$ cat config.mk
export PLATFORM = sky130hd
export DESIGN_NAME = sonet_section_line_overhead_regs
export DESIGN_NICKNAME = d
export VERILOG_FILES = /design/src/rtl/sonet_ovh_pkg.sv /design/src/rtl/sonet_section_line_overhead_regs.sv
export VERILOG_INCLUDE_DIRS = /design/src /design/src/rtl
export SDC_FILE = /design/constraint.sdc
export NUM_CORES = 1
export LEC_CHECK = 0
export ABC_AREA = 0
export BUFFER_PORTS_ARGS = -buffer_cell sky130_fd_sc_hd__buf_2
export CAP_MARGIN = 20
export CORE_MARGIN = 1.5
export CORE_UTILIZATION = 55
export DETAILED_ROUTE_END_ITERATION = 6
export MAX_ROUTING_LAYER = met4
export PLACE_DENSITY = 0.76
export RECOVER_POWER = 50
export SYNTH_ARGS = -nofsm -noshare
export SYNTH_HDL_FRONTEND = slang
export SYNTH_SLANG_ARGS = --single-unit
$ cat constraint.sdc
create_clock -name core_clk_in -period 3.68 [get_ports core_clk_in]
set_clock_uncertainty 0.05 [all_clocks]
set_input_delay 0.368 -clock core_clk_in [delete_from_list [all_inputs] [get_ports core_clk_in]]
set_output_delay 0.368 -clock core_clk_in [all_outputs]
set_load 0.05 [all_outputs]
$ cat src/rtl/sonet_ovh_params.svh
// register indices, field positions, reset values and timing counts for the
// section/line overhead register bank; definitions only
`ifndef SONET_OVH_PARAMS_SVH
`define SONET_OVH_PARAMS_SVH

// register indices; the byte address on the bus is four times the index
`define IDX_MASTER_LOAD   6'h00
`define IDX_SECT_ERR_LO   6'h12
`define IDX_SECT_ERR_HI   6'h13
`define IDX_TX_SECT_CTL   6'h14
`define IDX_TX_SECT_DIAG  6'h15
`define IDX_RX_LINE_CTL   6'h18
`define IDX_RX_LINE_IRQ   6'h19
`define IDX_LINE_ERR_LO   6'h1A
`define IDX_LINE_ERR_MID  6'h1B
`define IDX_LINE_ERR_HI   6'h1C
`define IDX_FEBE_ERR_LO   6'h1D
`define IDX_FEBE_ERR_MID  6'h1E
`define IDX_FEBE_ERR_HI   6'h1F

// field positions
`define TXC_SCR_DIS_BIT   6
`define TXC_AIS_BIT       0
`define DIAG_ZERO_BIT     2
`define DIAG_B1_BIT       1
`define DIAG_FP_BIT       0
`define DIAG_C1_BIT       3
`define RLC_WORD_BIT      7
`define RLC_AIS_BIT       1
`define RLC_RDI_BIT       0
`define IRQ_EN_LSB        4

// reset values
`define TX_SECT_CTL_RST   8'h00
`define TX_SECT_DIAG_RST  8'h00
`define RX_LINE_CTL_RST   8'h00
`define LINE_IRQ_RST      4'h0
`define SECT_CNT_RST      16'h0000
`define LINE_CNT_RST      20'h00000

// framing byte values
`define A1_GOOD           8'hF6
`define A1_BAD            8'h76
`define SCR_SEED          7'h7F
`define AIS_FILL          8'hFF

// timing: longest allowed snapshot delay, rounded down to cycles
`define CLK_PERIOD_NS     20
`define POLL_TIME_NS      7000
`define POLL_CYCLES       (`POLL_TIME_NS / `CLK_PERIOD_NS)

`endif

$ cat src/rtl/sonet_ovh_pkg.sv
// types shared by the overhead register bank and its bench
// assumes the params header is compiled alongside
package sonet_ovh_pkg;

  // receive-side events from the section and line processors
  typedef struct packed {
    logic       b1_valid;
    logic [3:0] b1_count;
    logic       b2_valid;
    logic [4:0] b2_count;
    logic       febe_valid;
    logic [4:0] febe_count;
    logic       rdi_state;
    logic       ais_state;
  } rx_event_t;

  // position of the current transmit byte within the frame
  typedef struct packed {
    logic       frame_start;
    logic       soh;
    logic       a1;
    logic       b1;
    logic       c1;
    logic       unscrambled;
    logic [4:0] sts_index;
  } tx_slot_t;

  typedef struct packed {
    logic       valid;
    logic [7:0] data;
  } tx_byte_t;

  // line interrupt bits, same order as the low nibble of the irq register
  typedef struct packed {
    logic febe;
    logic b2;
    logic ais;
    logic rdi;
  } line_irq_t;

endpackage : sonet_ovh_pkg

$ cat src/rtl/sonet_section_line_overhead_regs.sv
// section and line overhead register bank with transmit overhead insertion
// assumes an apb master on the same clock, and frame-aligned byte strobes
// from the receive processors and the transmit byte pipeline
//
// Chosen here: the APB slave port.
`include "sonet_ovh_params.svh"
`timescale 1ns/1ps
`default_nettype none

module sonet_section_line_overhead_regs (
  // clock, reset, enable
  input  wire logic                   core_clk_in,
  input  wire logic                   sys_rst_in,
  input  wire logic                   clk_en_in,
  // apb slave
  input  wire logic                   psel_in,
  input  wire logic                   penable_in,
  input  wire logic                   pwrite_in,
  input  wire logic [7:0]             paddr_in,
  input  wire logic [31:0]            pwdata_in,
  input  wire logic [3:0]             pstrb_in,
  output logic                        pready_out,
  output logic                        pslverr_out,
  output logic [31:0]                 prdata_out,
  // receive events
  input  wire sonet_ovh_pkg::rx_event_t rx_event_in,
  // transmit stream
  input  wire sonet_ovh_pkg::tx_slot_t  tx_slot_in,
  input  wire sonet_ovh_pkg::tx_byte_t  tx_byte_in,
  output sonet_ovh_pkg::tx_byte_t       tx_byte_out,
  // interrupt
  output logic                        irq_out
);
  import sonet_ovh_pkg::*;

  logic [7:0]  tx_sect_ctl;
  logic [7:0]  tx_sect_diag;
  logic [7:0]  rx_line_ctl;
  line_irq_t   irq_status;
  line_irq_t   irq_enable;
  line_irq_t   rd_irq_mask;
  line_irq_t   next_irq_status;
  line_irq_t   irq_events;
  logic [15:0] section_acc;
  logic [19:0] line_acc;
  logic [19:0] febe_acc;
  logic [15:0] section_parity_error_count;
  logic [19:0] line_parity_error_count;
  logic [19:0] line_far_end_error_count;
  logic [15:0] sect_sum;
  logic [19:0] sect_sum_wide;
  line_irq_t   next_irq_enable;
  logic [19:0] b2_sum;
  logic [19:0] febe_sum;
  logic [4:0]  b2_inc;
  logic        rdi_prev;
  logic        ais_prev;
  logic [5:0]  idx;
  logic        mapped;
  logic        setup_rd;
  logic        acc_done;
  logic        wr_done;
  logic        sect_poll;
  logic        line_poll;
  logic        master_poll;
  logic [7:0]  rd_byte;
  logic        ais_active;
  logic        ais_now;
  logic [6:0]  scr_state;
  logic [6:0]  next_scr_state;
  logic [7:0]  scr_key;
  logic [7:0]  pre_byte;
  logic [7:0]  scr_byte;
  logic [7:0]  bip_acc;
  logic [7:0]  bip_prev;

  wire line_alarm_insert          = tx_sect_ctl[`TXC_AIS_BIT];
  wire tx_scramble_disable        = tx_sect_ctl[`TXC_SCR_DIS_BIT];
  wire all_zero_inject            = tx_sect_diag[`DIAG_ZERO_BIT];
  wire section_parity_error_inject = tx_sect_diag[`DIAG_B1_BIT];
  wire framing_error_inject       = tx_sect_diag[`DIAG_FP_BIT];
  wire identity_overwrite_disable = tx_sect_diag[`DIAG_C1_BIT];
  wire b2_word_count_mode         = rx_line_ctl[`RLC_WORD_BIT];

  // saturating add; a wrapped count would read as few errors
  function automatic logic [19:0] sat_add(input logic [19:0] acc, input logic [4:0] inc,
                                          input logic [19:0] max);
    logic [20:0] sum;
    sum = {1'b0, acc} + {16'h0000, inc};
    if (sum > {1'b0, max}) begin
      sat_add = max;
    end else begin
      sat_add = sum[19:0];
    end
  endfunction : sat_add

  // apb decode; zero wait states, stalled only by the clock enable
  assign idx        = paddr_in[7:2];
  assign mapped     = (idx == `IDX_MASTER_LOAD) ||
                      (idx >= `IDX_SECT_ERR_LO && idx <= `IDX_TX_SECT_DIAG) ||
                      (idx >= `IDX_RX_LINE_CTL && idx <= `IDX_FEBE_ERR_HI);
  assign pready_out  = clk_en_in;
  assign pslverr_out = psel_in && penable_in && !mapped;
  assign setup_rd    = clk_en_in && psel_in && !penable_in && !pwrite_in;
  assign acc_done    = clk_en_in && psel_in && penable_in && mapped;
  assign wr_done     = acc_done && pwrite_in;
  assign master_poll = wr_done && (idx == `IDX_MASTER_LOAD);
  assign sect_poll   = master_poll || (wr_done && (idx == `IDX_SECT_ERR_LO ||
                                                   idx == `IDX_SECT_ERR_HI));
  assign line_poll   = master_poll || (wr_done && idx >= `IDX_LINE_ERR_LO &&
                                       idx <= `IDX_FEBE_ERR_HI);

  always_comb begin
    case (idx)
      `IDX_SECT_ERR_LO:  rd_byte = section_parity_error_count[7:0];
      `IDX_SECT_ERR_HI:  rd_byte = section_parity_error_count[15:8];
      `IDX_TX_SECT_CTL:  rd_byte = tx_sect_ctl;
      `IDX_TX_SECT_DIAG: rd_byte = tx_sect_diag;
      `IDX_RX_LINE_CTL:  rd_byte = {rx_line_ctl[7:3], 1'b0, rx_event_in.ais_state,
                                    rx_event_in.rdi_state};
      `IDX_RX_LINE_IRQ:  rd_byte = {irq_enable, irq_status};
      `IDX_LINE_ERR_LO:  rd_byte = line_parity_error_count[7:0];
      `IDX_LINE_ERR_MID: rd_byte = line_parity_error_count[15:8];
      `IDX_LINE_ERR_HI:  rd_byte = {4'h0, line_parity_error_count[19:16]};
      `IDX_FEBE_ERR_LO:  rd_byte = line_far_end_error_count[7:0];
      `IDX_FEBE_ERR_MID: rd_byte = line_far_end_error_count[15:8];
      `IDX_FEBE_ERR_HI:  rd_byte = {4'h0, line_far_end_error_count[19:16]};
      default:           rd_byte = 8'h00;
    endcase
  end

  // read data is captured in the setup cycle so it comes from a flop
  always_ff @(posedge core_clk_in) begin
    if (sys_rst_in) begin
      prdata_out  <= 32'h00000000;
      rd_irq_mask <= `LINE_IRQ_RST;
    end else if (setup_rd) begin
      prdata_out  <= {24'h000000, rd_byte};
      rd_irq_mask <= (idx == `IDX_RX_LINE_IRQ) ? irq_status : `LINE_IRQ_RST;
    end
  end

  // control registers; only byte lane 0 carries data
  always_ff @(posedge core_clk_in) begin
    if (sys_rst_in) begin
      tx_sect_ctl  <= `TX_SECT_CTL_RST;
      tx_sect_diag <= `TX_SECT_DIAG_RST;
      rx_line_ctl  <= `RX_LINE_CTL_RST;
      irq_enable   <= `LINE_IRQ_RST;
    end else if (wr_done && pstrb_in[0]) begin
      case (idx)
        `IDX_TX_SECT_CTL:  tx_sect_ctl  <= pwdata_in[7:0] & 8'h7F;
        `IDX_TX_SECT_DIAG: tx_sect_diag <= pwdata_in[7:0] & 8'h0F;
        `IDX_RX_LINE_CTL:  rx_line_ctl  <= {pwdata_in[7:3], 3'b000};
        `IDX_RX_LINE_IRQ:  irq_enable   <= pwdata_in[7:4];
        default:           irq_enable   <= irq_enable;
      endcase
    end
  end

  // error counting; the incoming event is folded into the snapshot
  // bit mode adds bit count
  // word mode adds one per frame with a nonzero count
  assign b2_inc   = (b2_word_count_mode && rx_event_in.b2_count != 5'h00) ? 5'h01
                                                                        : rx_event_in.b2_count;
  assign sect_sum_wide = sat_add({4'h0, section_acc},
                                 rx_event_in.b1_valid ? {1'b0, rx_event_in.b1_count} : 5'h00,
                                 20'h0FFFF);
  assign sect_sum      = sect_sum_wide[15:0];
  assign b2_sum   = sat_add(line_acc, rx_event_in.b2_valid ? b2_inc : 5'h00, 20'hFFFFF);
  assign febe_sum = sat_add(febe_acc, rx_event_in.febe_valid ? rx_event_in.febe_count : 5'h00,
                            20'hFFFFF);

  always_ff @(posedge core_clk_in) begin
    if (sys_rst_in) begin
      section_acc                <= `SECT_CNT_RST;
      section_parity_error_count <= `SECT_CNT_RST;
    end else if (clk_en_in) begin
      if (sect_poll) begin
        section_parity_error_count <= sect_sum;
        section_acc                <= `SECT_CNT_RST;
      end else begin
        section_acc <= sect_sum;
      end
    end
  end

  always_ff @(posedge core_clk_in) begin
    if (sys_rst_in) begin
      line_acc                 <= `LINE_CNT_RST;
      febe_acc                 <= `LINE_CNT_RST;
      line_parity_error_count  <= `LINE_CNT_RST;
      line_far_end_error_count <= `LINE_CNT_RST;
    end else if (clk_en_in) begin
      if (line_poll) begin
        line_parity_error_count  <= b2_sum;
        line_far_end_error_count <= febe_sum;
        line_acc                 <= `LINE_CNT_RST;
        febe_acc                 <= `LINE_CNT_RST;
      end else begin
        line_acc <= b2_sum;
        febe_acc <= febe_sum;
      end
    end
  end

  // line interrupt status; a set in the clearing cycle wins
  always_comb begin
    irq_events.rdi  = rx_event_in.rdi_state != rdi_prev;
    irq_events.ais  = rx_event_in.ais_state != ais_prev;
    irq_events.b2   = rx_event_in.b2_valid && rx_event_in.b2_count != 5'h00;
    irq_events.febe = rx_event_in.febe_valid && rx_event_in.febe_count != 5'h00;
    next_irq_status = irq_status;
    if (acc_done && !pwrite_in && idx == `IDX_RX_LINE_IRQ) begin
      next_irq_status = irq_status & ~rd_irq_mask;
    end
    next_irq_status = next_irq_status | irq_events;
  end

  // an enable written this cycle gates irq together with the new status
  assign next_irq_enable = (wr_done && pstrb_in[0] && idx == `IDX_RX_LINE_IRQ) ? pwdata_in[7:4]
                                                                              : irq_enable;

  always_ff @(posedge core_clk_in) begin
    if (sys_rst_in) begin
      irq_status <= `LINE_IRQ_RST;
      rdi_prev   <= 1'b0;
      ais_prev   <= 1'b0;
      irq_out    <= 1'b0;
    end else if (clk_en_in) begin
      irq_status <= next_irq_status;
      rdi_prev   <= rx_event_in.rdi_state;
      ais_prev   <= rx_event_in.ais_state;
      irq_out    <= |(next_irq_status & next_irq_enable);
    end
  end

  // transmit overhead insertion and scrambling
  // alarm insert switches only at frame start
  assign ais_now = tx_slot_in.frame_start ? line_alarm_insert : ais_active;

  always_comb begin
    next_scr_state = tx_slot_in.frame_start ? `SCR_SEED : scr_state;
    for (int i = 7; i >= 0; i--) begin
      scr_key[i]     = next_scr_state[6];
      next_scr_state = {next_scr_state[5:0], next_scr_state[6] ^ next_scr_state[5]};
    end
    pre_byte = tx_byte_in.data;
    if (ais_now && !tx_slot_in.soh) begin
      pre_byte = `AIS_FILL;
    end
    if (tx_slot_in.c1 && !identity_overwrite_disable) begin
      pre_byte = {3'b000, tx_slot_in.sts_index};
    end
    if (tx_slot_in.a1) begin
      pre_byte = framing_error_inject ? `A1_BAD : `A1_GOOD;
    end
    if (tx_slot_in.b1) begin
      pre_byte = section_parity_error_inject ? ~bip_prev : bip_prev;
    end
    scr_byte = (tx_scramble_disable || tx_slot_in.unscrambled) ? pre_byte
                                                               : pre_byte ^ scr_key;
  end

  always_ff @(posedge core_clk_in) begin
    if (sys_rst_in) begin
      ais_active  <= 1'b0;
      scr_state   <= `SCR_SEED;
      bip_acc     <= 8'h00;
      bip_prev    <= 8'h00;
      tx_byte_out <= '0;
    end else if (clk_en_in) begin
      tx_byte_out.valid <= tx_byte_in.valid;
      if (tx_byte_in.valid) begin
        ais_active <= ais_now;
        scr_state  <= next_scr_state;
        // parity over scrambled bytes feeds the next frame's B1
        if (tx_slot_in.frame_start) begin
          bip_prev <= bip_acc;
          bip_acc  <= scr_byte;
        end else begin
          bip_acc <= bip_acc ^ scr_byte;
        end
        tx_byte_out.data <= all_zero_inject ? 8'h00 : scr_byte;
      end
    end
  end
endmodule : sonet_section_line_overhead_regs

`default_nettype wire
# Yosys cells after proc, flatten, opt, wreduce, memory -nomap -nowiden
# Cells that the tools add are included.
# totals
output_inout_bits	44
reg_bits	184
in_bits	89
elab_cells	142
# op_classes
n_addsub	3
bitwise_logic	15
eq_ne	14
muxes	25
n_reduce_logical	46
magnitude_cmp	8
# op_table
op	count
case mux 8 bit (12 select lines)	1
two-way mux 20 bit	4
equality test 6 x 5 -> 1 bit (second input constant)	12
two-way mux 8 bit	9
adder 20 x 5 -> 21 bit	2
> comparator 21 x 20 -> 1 bit (second input constant)	2
two-way mux 16 bit	2
logical AND 1 bit	23
greater-or-equal comparator 6 x 5 -> 1 bit (second input constant)	3
adder 16 x 4 -> 17 bit	1
> comparator 17 x 16 -> 1 bit (second input constant)	1
two-way mux 4 bit	4
XOR 8 bit	2
two-way mux 5 bit	3
AND reduction 2 bit	7
less-or-equal comparator 6 x 5 -> 1 bit (second input constant)	2
nonzero test 5 bit	2
bitwise AND 4 bit	2
NOT 8 bit	1
XOR 1 bit	8
two-way mux 7 bit	1
zero test 6 bit	1
logical OR 1 bit	6
zero test 1 bit	5
6 further kinds	7

# Logic depth before layout (Yosys ltp)
# Gate-level depths: netlist (run 1).
# logic_depth
ltp_word	11
ltp_mapped	13
mapped_depth_nobuf	13

# Least setup slack after synthesis (run 1)
# No wires, ideal clock.
# synth_path
path_type	input to register
from	input port rx_event_in[2] (netlist bit)
to	register line_far_end_error_count[10]
required_time_ps	3513
path_slack_ps	1019
cell_stages	10
n_path_buf	1
setup_time_ps	117
t_arrival_ps	2494
path_cell_list	and2_1 -> ha_1 -> fa_1 -> a21o_1 -> a21oi_1 -> o21ba_2 -> clkbuf_1 -> nor2_1 -> a21o_1 -> a32o_1
# synth_via
elab_chain_len	4
# synth_rtl
element	line	source
from (decl)	sonet_section_line_overhead_regs.sv:26	input wire sonet_ovh_pkg::rx_event_t rx_event_in,
two-way mux 5 bit *	sonet_section_line_overhead_regs.sv:171	assign febe_sum = sat_add(febe_acc, rx_event_in.febe_valid ? rx_event_in.febe_count : 5'h00,
adder 20 x 5 -> 21 bit *	sonet_section_line_overhead_regs.sv:89	sum = {1'b0, acc} + {16'h0000, inc};
> comparator 21 x 20 -> 1 bit	sonet_section_line_overhead_regs.sv:90	if (sum > {1'b0, max}) begin
two-way mux 20 bit *	sonet_section_line_overhead_regs.sv:90	
to (signal assigned)	sonet_section_line_overhead_regs.sv:193	line_far_end_error_count <= `LINE_CNT_RST;
to (signal assigned)	sonet_section_line_overhead_regs.sv:197	line_far_end_error_count <= febe_sum;
to (decl)	sonet_section_line_overhead_regs.sv:49	logic [19:0] line_far_end_error_count;
# Mark *: on every way between the ends. The rest lies on a longest branch, timed or not.
# A chain may end at the register's enable or synchronous reset.

==> results.cfg, run 1 <==
[outcome]
run_status = complete, but fails checks
violations = design-rule violations, max-capacitance violations, max-slew violations

[place]
dp_hpwl_microns = 19900
place.detailed.instances = 1523
globalplace.congestion = 0.925
dpl_cell_area_sq_um = 10900
dpl_worst_slack_ns = 0.489
port_buffers = 79

[clock_network]
path_clk_slew_ns = 0.07
htreeDepth = 4
hold_buffers = 0
clk_latency_ns = 0.44
cts.path.max_buffers = 2
cts_resized = 0
postCtsSetupRepairBufs = 0
cts_sinks = 184
cts-root-buf = clkbuf_16
cts_tree = built
cts_buffers = 17

[run]
maxCapViolCount = 1

[die]
initial_core_util_pct = 55.8
fp.dieW_microns = 141
die_y_microns = 141
pin_count = 133
design.die.area_sq_um = 19800
row_count = 50
core_area_sq_um = 18600

[worst_setup_path]
crit_arrival_ns = 3.41
r2r_slack_ns = 0.73
worstRegToRegCells = 12
crit_chain = buf_4 -> clkbuf_1 -> nor2_1 -> a32o_1
timing.rr.start = rx_line_ctl[7]$_SDFFE_PP0P_
critPathLaunchType = input pin
timing.rr.end = line_acc[17]$_SDFFE_PP0P_
slowest_delay_ns = 2.03
worstPathMaxFanout = 58
critPathSlowestCell = clkbuf_1
endpoint_kind = flip-flop
cp_top_family = buffers and inverters
cp.required_ns = 3.96
critical_path_class = input pin to flip-flop
critPathBufInv = 2

[yosys]
synth_area_sq_um = 10400
syn_inst = 1265
ys_ff_latch = 184
synth_flop_cell = dfxtp_1
avgSynthCellArea_sq_um = 8.23
ys_seq_area_share_pct = 35.4
ys_types = 86
ys_async_sr_fraction_pct = 0
synth_edf_count = 0
ys_warn_count = 0

[timing]
finalHoldViolCount = 0
rsz0062_at_grt = false
max_freq_mhz = 319
worst_slew_pin_slew_ns = 2.85
timing.setup.tns_ns = 0
final-max-slew-violation-count = 59
finalCriticalPeriod_ns = 3.14
finalCritPeriodShare_pct = 85.2
slew-limit-headroom_pct = -90.3
setup_ws_ns = 0.543
setup_viol = 0

[detailed_routing]
wl_per_cell_microns = 18.0
drcViolationCount = 1
ant_nets = 0
routed_wl_microns = 28000
dr.first_iter.drc_count = 872
dr_total_vias = 9742
drt-vias-per-instance = 6.26
first_pass_iters = 7

[power_and_ir_drop]
ir_worst_vdd_v = 0.000270
cellPowerDensity_nw_per_um2 = 387
p_leak_nw = 4.06

[global_routing]
grt_pass1_wl_microns = 45700
grt_max_degree = 86
grt_use_total_pct = 29.5
overflow = 0
antenna_found_initial = 0
first_global_vias = 8774

[layout]
most-common-layout-cells = dfxtp_1, nor2_1, nand2_1
num-nets-final = 1414
antenna_cells = 0
areaGrowthSynthToFinish_pct = 9.73
layout_commonest_cell = dfxtp_1
fin_cells = 1555
layout-drive-gt1-share_pct = 10.7
fillers = 1677
stdcell_area_sq_um = 11400

[hold_path]
worst_hold_path.endpoint = tx_sect_diag[1]$_SDFFE_PP0P_
hold_start = pwdata_in[1]
hold_class = input pin to flip-flop
hold_depth = 3
[synthesized netlist by cell type, types with 8 or more instances]
master      n  area, sq um
nand2b_1   12         75.1
ha_1       14          175
nor4_1     15         93.8
and3_1     18          113
buf_2      13         65.1
nand4_1    16          100
a21o_1     12         90.1
o22ai_1     8         50.1
xnor2_1    35          307
xor2_1     19          166
mux2i_1    51          510
nand3_1    50          250
a21oi_1    80          400
nor2b_1    11         68.8
nor4b_1     9         78.8
clkbuf_1   54          203
a311oi_1    9         78.8
o21bai_1    8         60.1
a211oi_2   11          138
nand2_1   113          424
dfxtp_1   184         3680
a211oi_1   34          255
a31oi_1    17          106
nor2_1    124          465
a22oi_1    23          173
and2_1     22          138
inv_1      25         93.8
buf_4      25          188
o21ai_0    71          355
nor3_1     32          160
[worst max-delay path by stage]
stage,from,cells past startpoint,endpoint
after CTS,rx_line_ctl[7]$_SDFFE_PP0P_,12,line_acc[17]$_SDFFE_PP0P_
after floorplan,rx_event_in[2],10,line_far_end_error_count[10]$_SDFFE_PP0P_
final,sys_rst_in,4,prdata_out[7]$_SDFFE_PP0P_
after global routing,sys_rst_in,4,prdata_out[7]$_SDFFE_PP0P_
after detailed placement,rx_event_in[9],15,line_acc[17]$_SDFFE_PP0P_
after global placement,rx_event_in[8],15,line_parity_error_count[17]$_SDFFE_PP0P_
[per-layer routing]
layer  share of wire, %  wire length [microns]  track usage [%]
met1                 45                  12700             39.7
met2                 45                  12700             45.7
met3                6.7                   1880             4.59
met4                2.6                    719             9.48
met5                  0                      0                -
[area by class of cell]
| cell class | instances | area [sq um] | share of cell area (%) |
|---|---|---|---|
| Clock buffer | 17 | 425 | 3.72 |
| Clock inverter | 15 | 159 | 1.39 |
| Inverter | 26 | 97.6 | 0.855 |
| Multi-Input combinational cell | 977 | 6220 | 54.4 |
| Sequential cell | 184 | 3680 | 32.3 |
| Tap cell | 234 | 293 | 2.56 |
| Timing Repair Buffer | 102 | 546 | 4.78 |
[power by group]
part / switching, mW / total [mW] / internal (mW)
logic: 0.350 / 0.512 / 0.161
registers: 0.0418 / 2.07 / 2.03
clock network: 0.873 / 1.84 / 0.963
total: 1.27 / 4.42 / 3.16
[worst reg2reg max path: stages, from the launching register on]
cell,delay [ns]
dfxtp_1,0.48
a21oi_1,0.11
nor2b_1,0.14
ha_1,0.17
inv_1,0.05
fa_1,0.39
nor2b_1,0.13
o21a_1,0.15
o21ai_1,0.07
buf_4,0.17
a21oi_1,0.52
a31oi_1,0.20
o31ai_1,0.24
[kinds of logic after synthesis]
group                    count (synthesis)  share of synthesized area, %
AND/OR/NAND/NOR                        472                          23.4
AO/OA/AOI/OAI                          355                          23.3
flip-flops                             184                          35.4
buffers and inverters                  127                          5.73
multiplexers                            55                          5.34
XOR/XNOR                                54                          4.54
adder cells (fa/ha/maj)                 17                          2.26
other                                    1                        0.0360
[per-stage QoR]
| stage | hold slack (ns) | util (%) | total power [mW] |
|---|---|---|---|
| final | 0.140 | 61.3 | 4.42 |
| after global routing | 0.145 | 61.3 | 4.57 |
| after CTS | 0.125 | 61.5 | 4.45 |
| after detailed placement | 0.401 | 58.4 | 2.63 |
| after global placement | 0.391 | 58.4 | 2.62 |
| after floorplan | 0.375 | - | 2.51 |
[state kept, by name, summed over array words and instances, names as in the netlist]
| signal | cells |
|---|---|
| section_parity_error_count | 16 |
| tx_sect_diag | 4 |
| section_acc | 16 |
| rdi_prev | 1 |
| tx_byte_out | 9 |
| scr_state | 7 |
| line_acc | 20 |
| tx_sect_ctl | 7 |
| line_parity_error_count | 20 |
| ais_prev | 1 |
| prdata_out | 8 |
| bip_acc | 8 |
| ais_active | 1 |
| irq_enable | 4 |
| irq_out | 1 |
| line_far_end_error_count | 20 |
| irq_status | 4 |
| rd_irq_mask | 4 |
| bip_prev | 8 |
| febe_acc | 20 |
| rx_line_ctl | 5 |
Power figures use the tool's default switching activity.
==> inputs of run 2 (changes only) <==
- PLACE_DENSITY: 0.76 -> 0.74
==> run 2 against run 1 <==
The run now ends clean. Clock power is 4% higher. Global-route usage hardly changed. Sequential share of layout area increased by 0.17 points. Largest power group unchanged. Highest routed layer unchanged.
==> results.cfg, run 2 (synthesized netlist as in run 1, its figures left out) <==
[layout]
most-common-layout-cells = dfxtp_1, nor2_1, nand2_1
postLayoutCoreUtil_pct = 60.9
num-nets-final = 1410
layout_commonest_cell = dfxtp_1
layout-drive-gt1-share_pct = 10.3
antenna_cells = 0
fillers = 1682
stdcell_area_sq_um = 11400
areaGrowthSynthToFinish_pct = 9.15
fin_cells = 1551

[worst_setup_path]
critPathBufInv = 2
critPathLaunchType = input pin
slowest_delay_ns = 0.94
worstPathMaxFanout = 28
critical_path_class = input pin to flip-flop
endpoint_kind = flip-flop
crit_chain = clkbuf_1 -> a32o_1 -> and2_1 -> clkbuf_2 -> and4_1 -> nor4_1
crit_arrival_ns = 3.38
cp.required_ns = 3.92
cp_top_family = buffers and inverters
critPathSlowestCell = clkbuf_1

[clock_network]
htreeDepth = 4
cts.path.max_buffers = 2
cts_sinks = 184
cts-root-buf = clkbuf_16
clk_latency_ns = 0.44
cts_resized = 0
cts_tree = built
path_clk_slew_ns = 0.07
cts_buffers = 17
postCtsSetupRepairBufs = 0
hold_buffers = 0

[detailed_routing]
dr_total_vias = 9700
drcViolationCount = 0
dr.first_iter.drc_count = 799
routed_wl_microns = 28500
wl_per_cell_microns = 18.4
ant_nets = 0
drt-vias-per-instance = 6.25
first_pass_iters = 5

[timing]
timing.setup.tns_ns = 0
whs_ns = 0.140
finalCriticalPeriod_ns = 3.13
finalCritPeriodShare_pct = 85.1
slew-limit-headroom_pct = 12.6
final-max-slew-violation-count = 0
max_freq_mhz = 319
finalHoldViolCount = 0
setup_viol = 0
rsz0062_at_grt = false
setup_ws_ns = 0.547
worst_slew_pin_slew_ns = 1.31

[die]
fp.dieW_microns = 141
initial_core_util_pct = 55.8
die_y_microns = 141
design.die.area_sq_um = 19800
row_count = 50
core_area_sq_um = 18600
pin_count = 133

[hold_path]
hold_class = input pin to flip-flop

[place]
dp_hpwl_microns = 20000
dpl_worst_slack_ns = 0.554
place.detailed.instances = 1519
dpl_cell_area_sq_um = 10800
globalplace.congestion = 0.945
port_buffers = 79

[power_and_ir_drop]
cellPowerDensity_nw_per_um2 = 396
finalPower_mw = 4.49
p_leak_nw = 4.02
ir_worst_vdd_v = 0.000338

[global_routing]
first_global_vias = 8729
antenna_found_initial = 1
grt_pass1_wl_microns = 45300
grt_max_degree = 57
overflow = 0
grt_use_total_pct = 29.5

[run]
maxCapViolCount = 0

[outcome]
run_status = finished clean
==> run 2: final cells by class <==
class                           instances  area, sq um  area share (%)
Multi-Input combinational cell        977         6190            54.5
Timing Repair Buffer                   98          492            4.33
Clock inverter                         14          164            1.44
Inverter                               26         97.6           0.859
Sequential cell                       184         3680            32.4
Tap cell                              234          293            2.58
Clock buffer                           18          439            3.87
==> run 2: worst register-to-register path: stages (launching register included) <==
cell	delay (ns)
dfxtp_1	0.33
ha_1	0.22
fa_1	0.41
a21o_1	0.17
a21oi_1	0.28
o21ba_1	0.45
nor2_1	0.28
nor2_2	0.55
a211oi_1	0.14
==> run 2: worst paths after layout <==
path	startpoint	cells past startpoint	slack, ns	to
worst max-delay path	paddr_in[5]	6	0.55	line_far_end_error_count[19]$_SDFFE_PP0P_
worst min-delay path	pwdata_in[1]	3	0.14	tx_sect_diag[1]$_SDFFE_PP0P_
worst max register to register	febe_acc[0]$_SDFFE_PP0P_	8	0.66	line_far_end_error_count[5]$_SDFFE_PP0P_
worst min register to register	line_parity_error_count[16]$_SDFFE_PP0P_	2	0.40	line_parity_error_count[16]$_SDFFE_PP0P_
==> run 2: per-layer routing <==
metal  track usage [%]  wire [microns]  vias up  share of wire [%]
met5                 -               0        -                  0
met4              10.3             757        0                2.7
met3              5.43            2140       55                7.5
met2              44.3           12700      419                 45
met1              40.1           12900     4541                 45
li1                  -               -     4685                  -
==> run 2: report_power, final <==
| part | internal, mW | switching (mW) |
|---|---|---|
| combinational | 0.160 | 0.352 |
| clock | 1.04 | 0.864 |
| sequential | 2.03 | 0.0424 |
| total | 3.24 | 1.26 |
==> inputs of run 3 (changes only) <==
- BUFFER_PORTS_ARGS: -buffer_cell sky130_fd_sc_hd__buf_2 -> -buffer_cell sky130_fd_sc_hd__clkbuf_2
==> run 3 against run 2 <==
Maximum frequency is 1.3% lower. Critical path type is now flip-flop to flip-flop. Sequential share of layout area decreased by 0.078 points. Global-route usage increased by 0.33 points. Cell count is 0.32% higher. Critical path depth is 5 higher. The run now ends with max-capacitance violations left. Hold slack got worse by 0.011 ns. Combinational power up 1%. Wire length shrank 0.40%. Critical endpoint is now line_parity_error_count[17]$_SDFFE_PP0P_.
==> results.cfg, run 3 (synthesized netlist as in run 1, its figures left out) <==
[layout]
fillers = 1672
layout_commonest_cell = dfxtp_1
areaGrowthSynthToFinish_pct = 9.41
num-nets-final = 1415
layout-drive-gt1-share_pct = 10.4
postLayoutCoreUtil_pct = 61.1
antenna_cells = 0
most-common-layout-cells = dfxtp_1, nor2_1, nand2_1
seq_area_sq_um = 3680
stdcell_area_sq_um = 11400
multiInputGateArea_sq_um = 6180

[timing]
finalHoldViolCount = 0
finalCriticalPeriod_ns = 3.18
whs_ns = 0.129
final-max-slew-violation-count = 0
worst_slew_pin_slew_ns = 1.46
slew-limit-headroom_pct = 2.06
max_freq_mhz = 315
timing.setup.tns_ns = 0
setup_viol = 0
rsz0062_at_grt = false
finalCritPeriodShare_pct = 86.3

[run]
maxCapViolCount = 1

[clock_network]
hold_buffers = 0
cts_sinks = 184
cts_buffers = 17
cts-root-buf = clkbuf_16
clk_latency_ns = 0.44
cts_resized = 0
path_clk_slew_ns = 0.08
cts_tree = built
postCtsSetupRepairBufs = 0
htreeDepth = 4
cts.path.max_buffers = 2

[place]
dpl_cell_area_sq_um = 10900
port_buffers = 79
globalplace.congestion = 0.961
dp_hpwl_microns = 20200

[outcome]
violations = max-capacitance violations
run_status = complete, but fails checks

[detailed_routing]
drt-vias-per-instance = 6.24
wl_per_cell_microns = 18.3
routed_wl_microns = 28400
first_pass_iters = 5
ant_nets = 0
drcViolationCount = 0
dr.first_iter.drc_count = 828
dr_total_vias = 9710

[hold_path]
hold_class = input pin to flip-flop
hold_depth = 3
hold_start = pwdata_in[2]
worst_hold_path.endpoint = tx_sect_diag[2]$_SDFFE_PP0P_

[worst_setup_path]
cp-startpoint = rx_line_ctl[7]$_SDFFE_PP0P_
cp_top_family = compound AO/OA/AOI/OAI gates
timing.rr.start = rx_line_ctl[7]$_SDFFE_PP0P_
critPathBufInv = 1
slowest_delay_ns = 0.60
critPathSlowestCell = a21oi_1
critPathLaunchType = flip-flop
worstPathMaxFanout = 8
r2r_slack_ns = 0.50
crit_chain = a21oi_1 -> nor2b_1 -> ha_1 -> inv_1 -> fa_1 -> nor2b_1 -> o21a_1 -> o21ai_1 -> a21oi_1 -> a31oi_1 -> o31ai_1
critical_path_class = flip-flop to flip-flop
crit_arrival_ns = 3.47
timing.rr.end = line_parity_error_count[17]$_SDFFE_PP0P_
endpoint_kind = flip-flop
worstRegToRegCells = 11
cp.required_ns = 3.97

[global_routing]
grt_max_degree = 63
grt_use_total_pct = 29.8
overflow = 0
antenna_found_initial = 0
grt_pass1_wl_microns = 45600
first_global_vias = 8689

[die]
initial_core_util_pct = 55.8
pin_count = 133
design.die.area_sq_um = 19800
row_count = 50
core_area_sq_um = 18600
fp.dieW_microns = 141
die_y_microns = 141

[power_and_ir_drop]
ir_worst_vdd_v = 0.000434
cellPowerDensity_nw_per_um2 = 391
finalPower_mw = 4.46
p_leak_nw = 4.08
run 3: layout make-up:
class                      instances  area share, %
timing repair buffer             103           4.67
inverter                          26          0.857
multi-input combinational        977           54.3
clock buffer                      17           3.74
clock inverter                    15           1.56
tap                              234           2.57
sequential                       184           32.3
run 3: per-layer routing:
| metal | track usage [%] | routed length, microns | up-vias |
|---|---|---|---|
| met2 | 46.4 | 12900 | 389 |
| li1 | - | - | 4706 |
| met5 | - | 0 | - |
| met1 | 40.0 | 12700 | 4570 |
| met3 | 4.04 | 2040 | 45 |
| met4 | 10.5 | 758 | 0 |
run 3: power breakdown:
part	switching, mW	internal, mW	total [mW]
clock	0.890	0.975	1.87
sequential	0.0426	2.03	2.08
combinational	0.354	0.163	0.517
total	1.29	3.17	4.46
run 3: worst reg2reg max path: cells and delay by family (launching register included):
family | cells | cell delay (ns)
buffers and inverters | 1 | 0.06
flip-flops | 1 | 0.54
adder cells (fa/ha/maj) | 2 | 0.56
AO/OA/AOI/OAI | 6 | 1.61
AND/OR/NAND/NOR | 2 | 0.27
run 3: worst max-delay path by stage:
stage,end,slack (ns),cells past startpoint
after global routing,line_parity_error_count[17]$_SDFFE_PP0P_,0.37,11
after global placement,line_parity_error_count[15]$_SDFFE_PP0P_,0.50,15
final,line_parity_error_count[17]$_SDFFE_PP0P_,0.50,11
after floorplan,line_far_end_error_count[10]$_SDFFE_PP0P_,1.02,10
after CTS,line_parity_error_count[17]$_SDFFE_PP0P_,0.60,11
after detailed placement,line_parity_error_count[19]$_SDFFE_PP0P_,0.49,15
run 3: metrics by stage:
stage	std cells	setup slack, ns
CTS	1556	0.595
detailed placement	1524	0.492
global placement	1524	0.502
global route	1556	0.370
floorplan	1288	1.02
finish	1556	0.504
